==> src/rtl/tcsc_pkg.sv <==
// tcsc_pkg: register map, field positions, reset values and timing counts
// for the timer clock-select and capture front end.
// assumes: an AXI4-Lite slave with 32-bit data, one register per word.
package tcsc_pkg;

  // ----------------------------------------------------------------------
  // register byte addresses
  // ----------------------------------------------------------------------
  // timer_ctrl_b printed offset is not a multiple of four: index * 4
  localparam logic [7:0] TIMER_CTRL_B_IDX = 8'h81;
  localparam logic [11:0] TIMER_CTRL_B_ADDR = {2'b00, TIMER_CTRL_B_IDX, 2'b00};
  localparam logic [11:0] TIMER_CTRL_A_ADDR = 12'h0000;
  localparam logic [11:0] COUNT_ADDR = 12'h0010;
  localparam logic [11:0] CAPTURE_ADDR = 12'h0014;
  localparam logic [11:0] IRQ_STATUS_ADDR = 12'h0018;
  localparam logic [11:0] IRQ_MASK_ADDR = 12'h001c;

  // ----------------------------------------------------------------------
  // timer_ctrl_b fields
  // ----------------------------------------------------------------------
  localparam int CTRLB_FILTER_BIT = 7;
  localparam int CTRLB_EDGE_BIT = 6;
  localparam int CTRLB_RSVD_BIT = 5;
  localparam int CTRLB_WGM_HI_LSB = 3;
  localparam int CTRLB_CS_LSB = 0;
  localparam logic [7:0] TIMER_CTRL_B_RESET = 8'h00;
  localparam logic [7:0] TIMER_CTRL_B_WMASK = 8'hdf;
  localparam logic [1:0] TIMER_CTRL_A_RESET = 2'b00;

  // waveform modes (upper:lower) that use the capture register as top
  localparam logic [3:0] WGM_CAPTOP_A = 4'hc;
  localparam logic [3:0] WGM_CAPTOP_B = 4'he;
  localparam logic [3:0] WGM_CAPTOP_C = 4'h8;
  localparam logic [3:0] WGM_CAPTOP_D = 4'ha;

  // ----------------------------------------------------------------------
  // interrupt status bits
  // ----------------------------------------------------------------------
  localparam int IRQ_CAPTURE_BIT = 0;
  localparam int IRQ_OVERFLOW_BIT = 1;
  localparam int IRQ_WIDTH = 2;

  // ----------------------------------------------------------------------
  // clock select codes and counts
  // ----------------------------------------------------------------------
  typedef enum logic [2:0] {
    TCSC_CS_STOP,
    TCSC_CS_DIV1,
    TCSC_CS_DIV8,
    TCSC_CS_DIV64,
    TCSC_CS_DIV256,
    TCSC_CS_DIV1024,
    TCSC_CS_EXT_FALL,
    TCSC_CS_EXT_RISE
  } tcsc_cs_type;

  localparam int PRESCALE_WIDTH = 10;
  localparam int FILTER_SAMPLES = 4;
  localparam int COUNT_WIDTH = 16;

endpackage

==> src/rtl/tcsc_filter.sv <==
// tcsc_filter: capture-input noise filter, output follows the input only
// after a run of identical samples.
// assumes: input already synchronised to clk.
`timescale 1ns/1ps
module tcsc_filter #(
  parameter int SAMPLES = 4
) (
  input wire logic clk,
  input wire logic rstn,
  input wire logic ce,
  input wire logic sample_in,
  output logic filt_out
);

  logic [SAMPLES-1:0] hist_q;
  logic filt_q;
  wire all_one = &hist_q;
  wire all_zero = ~|hist_q;

  always_ff @(posedge clk or negedge rstn)
  begin
    if (!rstn)
    begin
      hist_q <= '0;
      filt_q <= 1'b0;
    end
    else if (ce)
    begin
      hist_q <= {hist_q[SAMPLES-2:0], sample_in};
      if (all_one)
        filt_q <= 1'b1;
      else if (all_zero)
        filt_q <= 1'b0;
    end
  end

  assign filt_out = filt_q;

endmodule // tcsc_filter

==> src/rtl/tcsc_top.sv <==
// tcsc_top: clock-source selection, prescaler, 16-bit counter and input
// capture with an AXI4-Lite register slave and one interrupt line.
// assumes: ext_count_pin and capture_input_pin are asynchronous pins.
//
// How it works
// filter enabled: capture input changes after four equal samples.
// edge select zero picks falling capture edges, one picks rising.
// capture edge copies counter into capture register, sets capture flag.
// capture-as-top waveform modes disconnect the capture pin.
// software writes zero to reserved bit 5; it reads back zero.
// clock select 0 stops; 1..5 pick divide 1, 8, 64, 256, 1024.
// codes 6 and 7 count external pin falling or rising edges.
// external pin synchronised and edge detected, about three cycles late.
// external clock half periods exceed one system clock cycle.
// external clock should stay below system clock over 2.5.
// switch external selection only while count pin is stable.
// external edges advance counter directly, without prescaling.
// control register bits 4:3 hold the upper waveform mode bits.
// counter advances only on single-cycle enables in this clock domain.
//
// Chosen here: the AXI4-Lite interface to the registers.
`timescale 1ns/1ps
module tcsc_top #(
  parameter int CW = 16,
  parameter int PW = 10
) (
  input wire logic clk,
  input wire logic rstn,
  input wire logic ce,
  input wire logic ext_count_pin,
  input wire logic capture_input_pin,
  input wire logic [11:0] s_axi_awaddr,
  input wire logic s_axi_awvalid,
  output logic s_axi_awready,
  input wire logic [31:0] s_axi_wdata,
  input wire logic [3:0] s_axi_wstrb,
  input wire logic s_axi_wvalid,
  output logic s_axi_wready,
  output logic [1:0] s_axi_bresp,
  output logic s_axi_bvalid,
  input wire logic s_axi_bready,
  input wire logic [11:0] s_axi_araddr,
  input wire logic s_axi_arvalid,
  output logic s_axi_arready,
  output logic [31:0] s_axi_rdata,
  output logic [1:0] s_axi_rresp,
  output logic s_axi_rvalid,
  input wire logic s_axi_rready,
  output logic irq
);

  // ----------------------------------------------------------------------
  // registers
  // ----------------------------------------------------------------------
  logic [7:0] timer_ctrl_b_q;
  logic [1:0] timer_ctrl_a_q;
  logic [CW-1:0] count_q;
  logic [CW-1:0] capture_value_reg_q;
  logic [tcsc_pkg::IRQ_WIDTH-1:0] irq_status_q;
  logic [tcsc_pkg::IRQ_WIDTH-1:0] irq_mask_q;
  logic [PW-1:0] prescale_q;

  wire capture_noise_filter_en = timer_ctrl_b_q[tcsc_pkg::CTRLB_FILTER_BIT];
  wire capture_edge_sel = timer_ctrl_b_q[tcsc_pkg::CTRLB_EDGE_BIT];
  wire [2:0] clock_select_field = timer_ctrl_b_q[tcsc_pkg::CTRLB_CS_LSB +: 3];
  wire [3:0] waveform_mode_bits =
    {timer_ctrl_b_q[tcsc_pkg::CTRLB_WGM_HI_LSB +: 2], timer_ctrl_a_q};

  // ----------------------------------------------------------------------
  // pin synchronisers: three stages, change seen when stages 2 and 3 agree
  // ----------------------------------------------------------------------
  logic [2:0] ext_sync_q;
  logic [2:0] cap_sync_q;
  logic ext_level_q;
  logic cap_level_q;

  // agreement moves the level at once: no extra flop of pin latency
  wire ext_level = (ext_sync_q[1] == ext_sync_q[2]) ? ext_sync_q[2]
    : ext_level_q;
  wire cap_level = (cap_sync_q[1] == cap_sync_q[2]) ? cap_sync_q[2]
    : cap_level_q;

  always_ff @(posedge clk or negedge rstn)
  begin
    if (!rstn)
    begin
      ext_sync_q <= 3'b000;
      cap_sync_q <= 3'b000;
      ext_level_q <= 1'b0;
      cap_level_q <= 1'b0;
    end
    else if (ce)
    begin
      ext_sync_q <= {ext_sync_q[1:0], ext_count_pin};
      cap_sync_q <= {cap_sync_q[1:0], capture_input_pin};
      ext_level_q <= ext_level;
      cap_level_q <= cap_level;
    end
  end

  // edge detection: settled level against its registered copy
  wire ext_rise = ext_level & ~ext_level_q;
  wire ext_fall = ~ext_level & ext_level_q;

  // ----------------------------------------------------------------------
  // prescaler and count enable
  // ----------------------------------------------------------------------
  function automatic logic tap_hit(input logic [PW-1:0] p, input int bits);
    logic [PW-1:0] m;
    m = (PW'(1) << bits) - PW'(1);
    tap_hit = ((p & m) == m);
  endfunction

  logic count_en;
  always_comb
  begin
    count_en = 1'b0;
    case (tcsc_pkg::tcsc_cs_type'(clock_select_field))
      tcsc_pkg::TCSC_CS_STOP: count_en = 1'b0;
      tcsc_pkg::TCSC_CS_DIV1: count_en = 1'b1;
      tcsc_pkg::TCSC_CS_DIV8: count_en = tap_hit(prescale_q, 3);
      tcsc_pkg::TCSC_CS_DIV64: count_en = tap_hit(prescale_q, 6);
      tcsc_pkg::TCSC_CS_DIV256: count_en = tap_hit(prescale_q, 8);
      tcsc_pkg::TCSC_CS_DIV1024: count_en = tap_hit(prescale_q, 10);
      tcsc_pkg::TCSC_CS_EXT_FALL: count_en = ext_fall;
      tcsc_pkg::TCSC_CS_EXT_RISE: count_en = ext_rise;
      default: count_en = 1'b0;
    endcase
  end

  // ----------------------------------------------------------------------
  // capture path
  // ----------------------------------------------------------------------
  logic cap_filt;
  logic cap_prev_q;

  tcsc_filter #(
    .SAMPLES(tcsc_pkg::FILTER_SAMPLES)
  ) u_filter (
    .clk(clk),
    .rstn(rstn),
    .ce(ce),
    .sample_in(cap_level),
    .filt_out(cap_filt)
  );

  wire cap_sel = capture_noise_filter_en ? cap_filt : cap_level;
  wire cap_top_mode = (waveform_mode_bits == tcsc_pkg::WGM_CAPTOP_A) |
    (waveform_mode_bits == tcsc_pkg::WGM_CAPTOP_B) |
    (waveform_mode_bits == tcsc_pkg::WGM_CAPTOP_C) |
    (waveform_mode_bits == tcsc_pkg::WGM_CAPTOP_D);
  wire cap_edge = capture_edge_sel ? (cap_sel & ~cap_prev_q)
    : (~cap_sel & cap_prev_q);
  wire cap_event = cap_edge & ~cap_top_mode;
  wire ovf_event = count_en & (&count_q);

  // ----------------------------------------------------------------------
  // AXI4-Lite slave: single outstanding write and read
  // ----------------------------------------------------------------------
  logic aw_held_q;
  logic w_held_q;
  logic [11:0] awaddr_q;
  logic [31:0] wdata_q;
  logic [3:0] wstrb_q;
  logic bvalid_q;
  logic rvalid_q;
  logic [31:0] rdata_q;
  logic [1:0] bresp_q;
  logic [1:0] rresp_q;

  assign s_axi_awready = ~aw_held_q & ~bvalid_q;
  assign s_axi_wready = ~w_held_q & ~bvalid_q;
  assign s_axi_arready = ~rvalid_q;
  wire aw_take = s_axi_awvalid & s_axi_awready;
  wire w_take = s_axi_wvalid & s_axi_wready;
  wire ar_take = s_axi_arvalid & s_axi_arready;
  wire wr_go = aw_held_q & w_held_q;

  wire [11:0] wa = awaddr_q;
  wire wr_ctrl_b = wr_go & wstrb_q[0] & (wa == tcsc_pkg::TIMER_CTRL_B_ADDR);
  wire wr_ctrl_a = wr_go & wstrb_q[0] & (wa == tcsc_pkg::TIMER_CTRL_A_ADDR);
  wire wr_stat = wr_go & wstrb_q[0] & (wa == tcsc_pkg::IRQ_STATUS_ADDR);
  wire wr_mask = wr_go & wstrb_q[0] & (wa == tcsc_pkg::IRQ_MASK_ADDR);
  wire wr_hit = (wa == tcsc_pkg::TIMER_CTRL_B_ADDR) |
    (wa == tcsc_pkg::TIMER_CTRL_A_ADDR) | (wa == tcsc_pkg::IRQ_STATUS_ADDR) |
    (wa == tcsc_pkg::IRQ_MASK_ADDR) | (wa == tcsc_pkg::COUNT_ADDR) |
    (wa == tcsc_pkg::CAPTURE_ADDR);

  logic [31:0] rd_mux;
  logic rd_hit;
  always_comb
  begin
    rd_mux = 32'h0000_0000;
    rd_hit = 1'b1;
    if (s_axi_araddr == tcsc_pkg::TIMER_CTRL_B_ADDR)
      rd_mux = {24'h00_0000, timer_ctrl_b_q};
    else if (s_axi_araddr == tcsc_pkg::TIMER_CTRL_A_ADDR)
      rd_mux = {30'h000_0000, timer_ctrl_a_q};
    else if (s_axi_araddr == tcsc_pkg::COUNT_ADDR)
      rd_mux = {{(32-CW){1'b0}}, count_q};
    else if (s_axi_araddr == tcsc_pkg::CAPTURE_ADDR)
      rd_mux = {{(32-CW){1'b0}}, capture_value_reg_q};
    else if (s_axi_araddr == tcsc_pkg::IRQ_STATUS_ADDR)
      rd_mux = {30'h000_0000, irq_status_q};
    else if (s_axi_araddr == tcsc_pkg::IRQ_MASK_ADDR)
      rd_mux = {30'h000_0000, irq_mask_q};
    else
      rd_hit = 1'b0;
  end

  always_ff @(posedge clk or negedge rstn)
  begin
    if (!rstn)
    begin
      aw_held_q <= 1'b0;
      w_held_q <= 1'b0;
      awaddr_q <= 12'h000;
      wdata_q <= 32'h0000_0000;
      wstrb_q <= 4'h0;
      bvalid_q <= 1'b0;
      bresp_q <= 2'b00;
      rvalid_q <= 1'b0;
      rdata_q <= 32'h0000_0000;
      rresp_q <= 2'b00;
    end
    else if (ce)
    begin
      if (aw_take)
      begin
        aw_held_q <= 1'b1;
        awaddr_q <= s_axi_awaddr;
      end
      if (w_take)
      begin
        w_held_q <= 1'b1;
        wdata_q <= s_axi_wdata;
        wstrb_q <= s_axi_wstrb;
      end
      if (wr_go)
      begin
        aw_held_q <= 1'b0;
        w_held_q <= 1'b0;
        bvalid_q <= 1'b1;
        bresp_q <= wr_hit ? 2'b00 : 2'b10;
      end
      else if (bvalid_q && s_axi_bready)
        bvalid_q <= 1'b0;
      if (ar_take)
      begin
        rvalid_q <= 1'b1;
        rdata_q <= rd_mux;
        rresp_q <= rd_hit ? 2'b00 : 2'b10;
      end
      else if (rvalid_q && s_axi_rready)
        rvalid_q <= 1'b0;
    end
  end

  assign s_axi_bvalid = bvalid_q;
  assign s_axi_bresp = bresp_q;
  assign s_axi_rvalid = rvalid_q;
  assign s_axi_rdata = rdata_q;
  assign s_axi_rresp = rresp_q;

  // ----------------------------------------------------------------------
  // timer state
  // ----------------------------------------------------------------------
  // set wins over a write-one clear in the same cycle
  wire [tcsc_pkg::IRQ_WIDTH-1:0] irq_set = {ovf_event, cap_event};
  wire [tcsc_pkg::IRQ_WIDTH-1:0] irq_clr =
    wr_stat ? wdata_q[tcsc_pkg::IRQ_WIDTH-1:0] : '0;

  always_ff @(posedge clk or negedge rstn)
  begin
    if (!rstn)
    begin
      timer_ctrl_b_q <= tcsc_pkg::TIMER_CTRL_B_RESET;
      timer_ctrl_a_q <= tcsc_pkg::TIMER_CTRL_A_RESET;
      irq_mask_q <= '0;
      irq_status_q <= '0;
      prescale_q <= '0;
      count_q <= '0;
      capture_value_reg_q <= '0;
      cap_prev_q <= 1'b0;
    end
    else if (ce)
    begin
      if (wr_ctrl_b)
        timer_ctrl_b_q <= wdata_q[7:0] & tcsc_pkg::TIMER_CTRL_B_WMASK;
      if (wr_ctrl_a)
        timer_ctrl_a_q <= wdata_q[1:0];
      if (wr_mask)
        irq_mask_q <= wdata_q[tcsc_pkg::IRQ_WIDTH-1:0];
      irq_status_q <= (irq_status_q & ~irq_clr) | irq_set;
      prescale_q <= prescale_q + 1'b1;
      if (count_en)
        count_q <= count_q + 1'b1;
      if (cap_event)
        capture_value_reg_q <= count_q;
      cap_prev_q <= cap_sel;
    end
  end

  assign irq = |(irq_status_q & irq_mask_q);

endmodule // tcsc_top

==> config.mk <==
export PLATFORM = sky130hd
export DESIGN_NAME = tcsc_top
export DESIGN_NICKNAME = d
export VERILOG_FILES = /design/src/rtl/tcsc_pkg.sv /design/src/rtl/tcsc_filter.sv /design/src/rtl/tcsc_top.sv
export SDC_FILE = /design/constraint.sdc
export NUM_CORES = 1
export LEC_CHECK = 0
export CAP_MARGIN = 20
export CORE_ASPECT_RATIO = 0.75
export CORE_MARGIN = 4
export CORE_UTILIZATION = 55
export CTS_CLUSTER_SIZE = 28
export DETAILED_ROUTE_END_ITERATION = 16
export DONT_BUFFER_PORTS = 1
export GPL_TIMING_DRIVEN = 0
export PLACE_DENSITY = 0.7
export SLEW_MARGIN = 20
export SYNTH_ARGS = -nofsm -noshare
export SYNTH_HDL_FRONTEND = slang
export SYNTH_SLANG_ARGS = --single-unit
export TNS_END_PERCENT = 5
==> constraint.sdc <==
create_clock -name clk -period 2.33 [get_ports clk]
set_input_delay 0.466 -clock clk [delete_from_list [all_inputs] [get_ports clk]]
set_output_delay 0.466 -clock clk [all_outputs]
set_load 0.02 [all_outputs]
==> run metrics <==
critical register-to-register path startpoint=prescale_q[0]$_DFFE_PN0P_; grt ovf=0; category of the critical setup timing path=reg2reg; startpoint of the most critical setup path=prescale_q[0]$_DFFE_PN0P_; failing checks=hold timing; most common cell after layout, fill and taps aside=sky130_fd_sc_hd__dfrtp_1; nature of the critical path startpoint=register; P_sw=1.53 mW; number of setup violations in the final report=0; number of buffers on the longest clock path=2; Cell Area, Placed=5420 um^2; last weighted congestion value of the routability-driven placer=0.836; detailed router's first-iteration violation count=228; time the worst path needs with I/O delays and setup=2210 ps; standard cell core area=9120 um^2; length of the first detailed-routing pass in iterations=4; highest metal used=met4; fmax=0.452 GHz; Gate power share=17.5%; Die Ht=92.2 um; count of state elements after synthesis=110; endpoints failing hold=110; cell area after layout=5710 um^2; crit path max fanout=6; cell internal pwr=3.65 mW; per-cell via count in the routed design=5.63; cell count after placement=581; Static Leakage=2.52 nW; IR drop worst, VDD=0.706 mV; antenna fix cells=0; kind of path behind the tightest hold check=in2async; share of cells above drive strength 1=22.7%; pin count of the biggest net entering global routing=111; Num CTS Buffers=9; Setup TNS=0 ps; number of warning messages in the yosys log=0; TritonCTS sink count=110; worst clock skew=7.24 ps; worst skew pair latency=350 ps; leading register cell type out of synthesis=sky130_fd_sc_hd__dfrtp_1; total standard cell area after synthesis=5200 um^2; Via Count=3347; Reg power frac=54.1%; met3 wirelength from detailed routing=629 um; area growth from synthesis to layout=9.80%; overall die area=11100 um^2; max_slew headroom=47.9%; Total Routing Usage GR=19.8%; final non-filler cell total=595; post-route clock period utilization=94.9%; share of flip-flops with an asynchronous set or reset=100%; clock edge transition at the registers on the reported setup and hold paths=70 ps; Worst Hold Margin=-192 ps; run status=finished, violations left; category of the worst setup path capture point=register; buffers and inverters on the worst path=1; PwrDens=908 nW/um^2; Initial Utilization=57.0%; number of flops mapped to enable cells by yosys=0; M1 WL=4750 um; Clock Tree Root=sky130_fd_sc_hd__clkbuf_16; H-tree levels=3; Boundary Pins=112; slew at the pin closest to its max-slew limit=773 ps; average cell area after synthesis=11.9 um^2; TritonCTS clock tree=built; sequential fraction of the synthesis area=53.0%; setup repair after global routing missed its margin=false; Final Routed Wirelength=10400 um; via count of the first global-routing pass=3381; cell count after synthesis=436; antenna violations before repair=0; total number of nets in the final design=537; Final Slew Violations=0; # DRC=0; width of the die=120 um; row count=30; switching fraction of total power=29.6%; critical path arrival=2440 ps; clock share of power=28.4%; commonest cells after routing, fill and taps aside=sky130_fd_sc_hd__dfrtp_1 (110), sky130_fd_sc_hd__mux2_2 (49), sky130_fd_sc_hd__nand2_1 (28), sky130_fd_sc_hd__nor2_1 (25); max_cap viols=0; slowest cell on the critical path=sky130_fd_sc_hd__dfrtp_1; average wire per standard cell=17.5 um; count of distinct cell types in the synthesized netlist=55; required time of the critical path=2560 ps; most prevalent standard cell on the critical path=sky130_fd_sc_hd__ha_1; post-detailed-route count of antenna-violating nets=0; CP delay by family, top=adder cells; amount of wire on met2 after detailed routing=4980 um; CP peak stage delay=410 ps; number of I/O port buffers=0; global-route wire length before repair=17300 um; FILL cells=733; crit path cell chain=ha_1, ha_1, nor2b_1, a221o_1, and4_1, buf_2, nand2_2, mux2_2; half-perimeter wire length after placement=7490 um
[cells in the mapped netlist (2+ instances only)]
library cell / instances / area share, %
sky130_fd_sc_hd__mux2i_1: 9 / 1.7
sky130_fd_sc_hd__ha_1: 3 / 0.72
sky130_fd_sc_hd__xor2_1: 3 / 0.51
sky130_fd_sc_hd__buf_2: 3 / 0.29
sky130_fd_sc_hd__nand3b_1: 2 / 0.29
sky130_fd_sc_hd__o21ai_0: 20 / 1.9
sky130_fd_sc_hd__and4_1: 4 / 0.67
sky130_fd_sc_hd__buf_4: 19 / 2.7
sky130_fd_sc_hd__nor3_1: 6 / 0.58
sky130_fd_sc_hd__mux4_2: 2 / 0.87
sky130_fd_sc_hd__a21oi_1: 12 / 1.2
sky130_fd_sc_hd__nor2b_1: 4 / 0.48
sky130_fd_sc_hd__mux2_4: 9 / 2.6
sky130_fd_sc_hd__a221oi_1: 5 / 0.84
sky130_fd_sc_hd__nand4_1: 14 / 1.7
sky130_fd_sc_hd__buf_1: 3 / 0.22
sky130_fd_sc_hd__nand2_1: 28 / 2.0
sky130_fd_sc_hd__a21o_1: 4 / 0.58
sky130_fd_sc_hd__nor4b_1: 3 / 0.51
sky130_fd_sc_hd__inv_1: 5 / 0.36
sky130_fd_sc_hd__dfrtp_1: 110 / 53
sky130_fd_sc_hd__mux2_2: 49 / 11
sky130_fd_sc_hd__nand2b_1: 3 / 0.36
sky130_fd_sc_hd__and3_1: 11 / 1.3
sky130_fd_sc_hd__and2_1: 4 / 0.48
sky130_fd_sc_hd__nand3_1: 11 / 1.1
sky130_fd_sc_hd__clkbuf_1: 9 / 0.65
sky130_fd_sc_hd__nor4bb_1: 3 / 0.58
sky130_fd_sc_hd__a22oi_1: 2 / 0.29
sky130_fd_sc_hd__nand4b_1: 2 / 0.34
sky130_fd_sc_hd__nor4_1: 7 / 0.84
sky130_fd_sc_hd__xnor2_1: 20 / 3.4
sky130_fd_sc_hd__nor2_1: 25 / 1.8
[per-layer routing]
layer / up-vias / track usage [%]
met5: - / 0
met4: 0 / 4.62
met3: 4 / 6.35
met2: 73 / 31.4
met1: 1680 / 26.8
li1: 1590 / -
[stage by stage]
| stage | setup slack [ps] | power (mW) | utilization, % |
|---|---|---|---|
| CTS | 118 | 5.22 | 62.5 |
| floorplan | 302 | 3.50 | - |
| global route | 15.8 | 5.48 | 62.6 |
| detailed placement | 95.3 | 3.75 | 59.4 |
| global placement | 146 | 3.68 | 59.4 |
| finish | 118 | 5.18 | 62.6 |
[flip-flops by register name, summed over array words and instances, names as in the netlist, 2 cells and up]
signal,flops
count_q,16
cap_sync_q,3
prescale_q,10
timer_ctrl_a_q,2
timer_ctrl_b_q,7
irq_status_q,2
wdata_q,7
u_filter.hist_q,4
capture_value_reg_q,16
awaddr_q,12
ext_sync_q,3
s_axi_rdata,16
irq_mask_q,2
[power by group through the flow]
stage          Combinational [mW]  Sequential, mW  Clock, mW
3_3_place_gp                0.873            2.81          0
6_report                    0.905            2.81       1.47
3_5_place_dp                0.913            2.84          0
2_1_floorplan               0.795            2.71          0
4_1_cts                     0.915            2.80       1.50
5_1_grt                      1.03            2.87       1.58
[cell type report]
class | instances | area (um^2) | share of cell area [%]
buffer | 36 | 234 | 4.10
clock buffer | 10 | 229 | 4.01
clock inverter | 4 | 48.8 | 0.855
inverter | 5 | 18.8 | 0.329
multi-input combinational | 302 | 2260 | 39.6
sequential | 110 | 2750 | 48.2
tap | 128 | 160 | 2.81
[worst register-to-register path, delay by kind of cell (launching register included)]
| kind | cells | cell delay [ps] |
|---|---|---|
| buf+inv | 1 | 160 |
| flops | 1 | 410 |
| compound gates | 1 | 290 |
| simple gates | 3 | 440 |
| fa+ha+maj | 2 | 450 |
| mux | 1 | 340 |
[cell families after synthesis]
group | Yosys count | share of synthesized area (%)
adder cells (fa/ha/maj) | 4 | 0.939
multiplexers | 70 | 16.3
flip-flops | 110 | 53.0
other | 1 | 0.0722
buffers and inverters | 41 | 4.86
AO/OA/AOI/OAI | 53 | 6.60
AND/OR/NAND/NOR | 134 | 14.4
XOR/XNOR | 23 | 3.88
[worst paths after layout]
path                                                            end  slack, ps  depth (start not counted)
worst min register to register            prescale_q[7]$_DFFE_PN0P_        470                          1
worst max register to register               count_q[1]$_DFFE_PN0P_        120                          8
max in group asynchronous       capture_value_reg_q[10]$_DFFE_PN0P_       2360                          0
worst max-delay path                         count_q[1]$_DFFE_PN0P_        120                          8
worst min-delay path                      cap_sync_q[1]$_DFFE_PN0P_       -190                          0
min in group clk                            awaddr_q[4]$_DFFE_PN0P_        240                          2
[repair_timing]
item / 4_1_cts / 5_1_grt
resized for setup: 0 / 1
hold endpoints to repair: 110 / 110
buffers inserted: 0 / 0
endpoints found under the setup margin: 0 / 6
No activity file was read; power rests on OpenSTA's default activity.
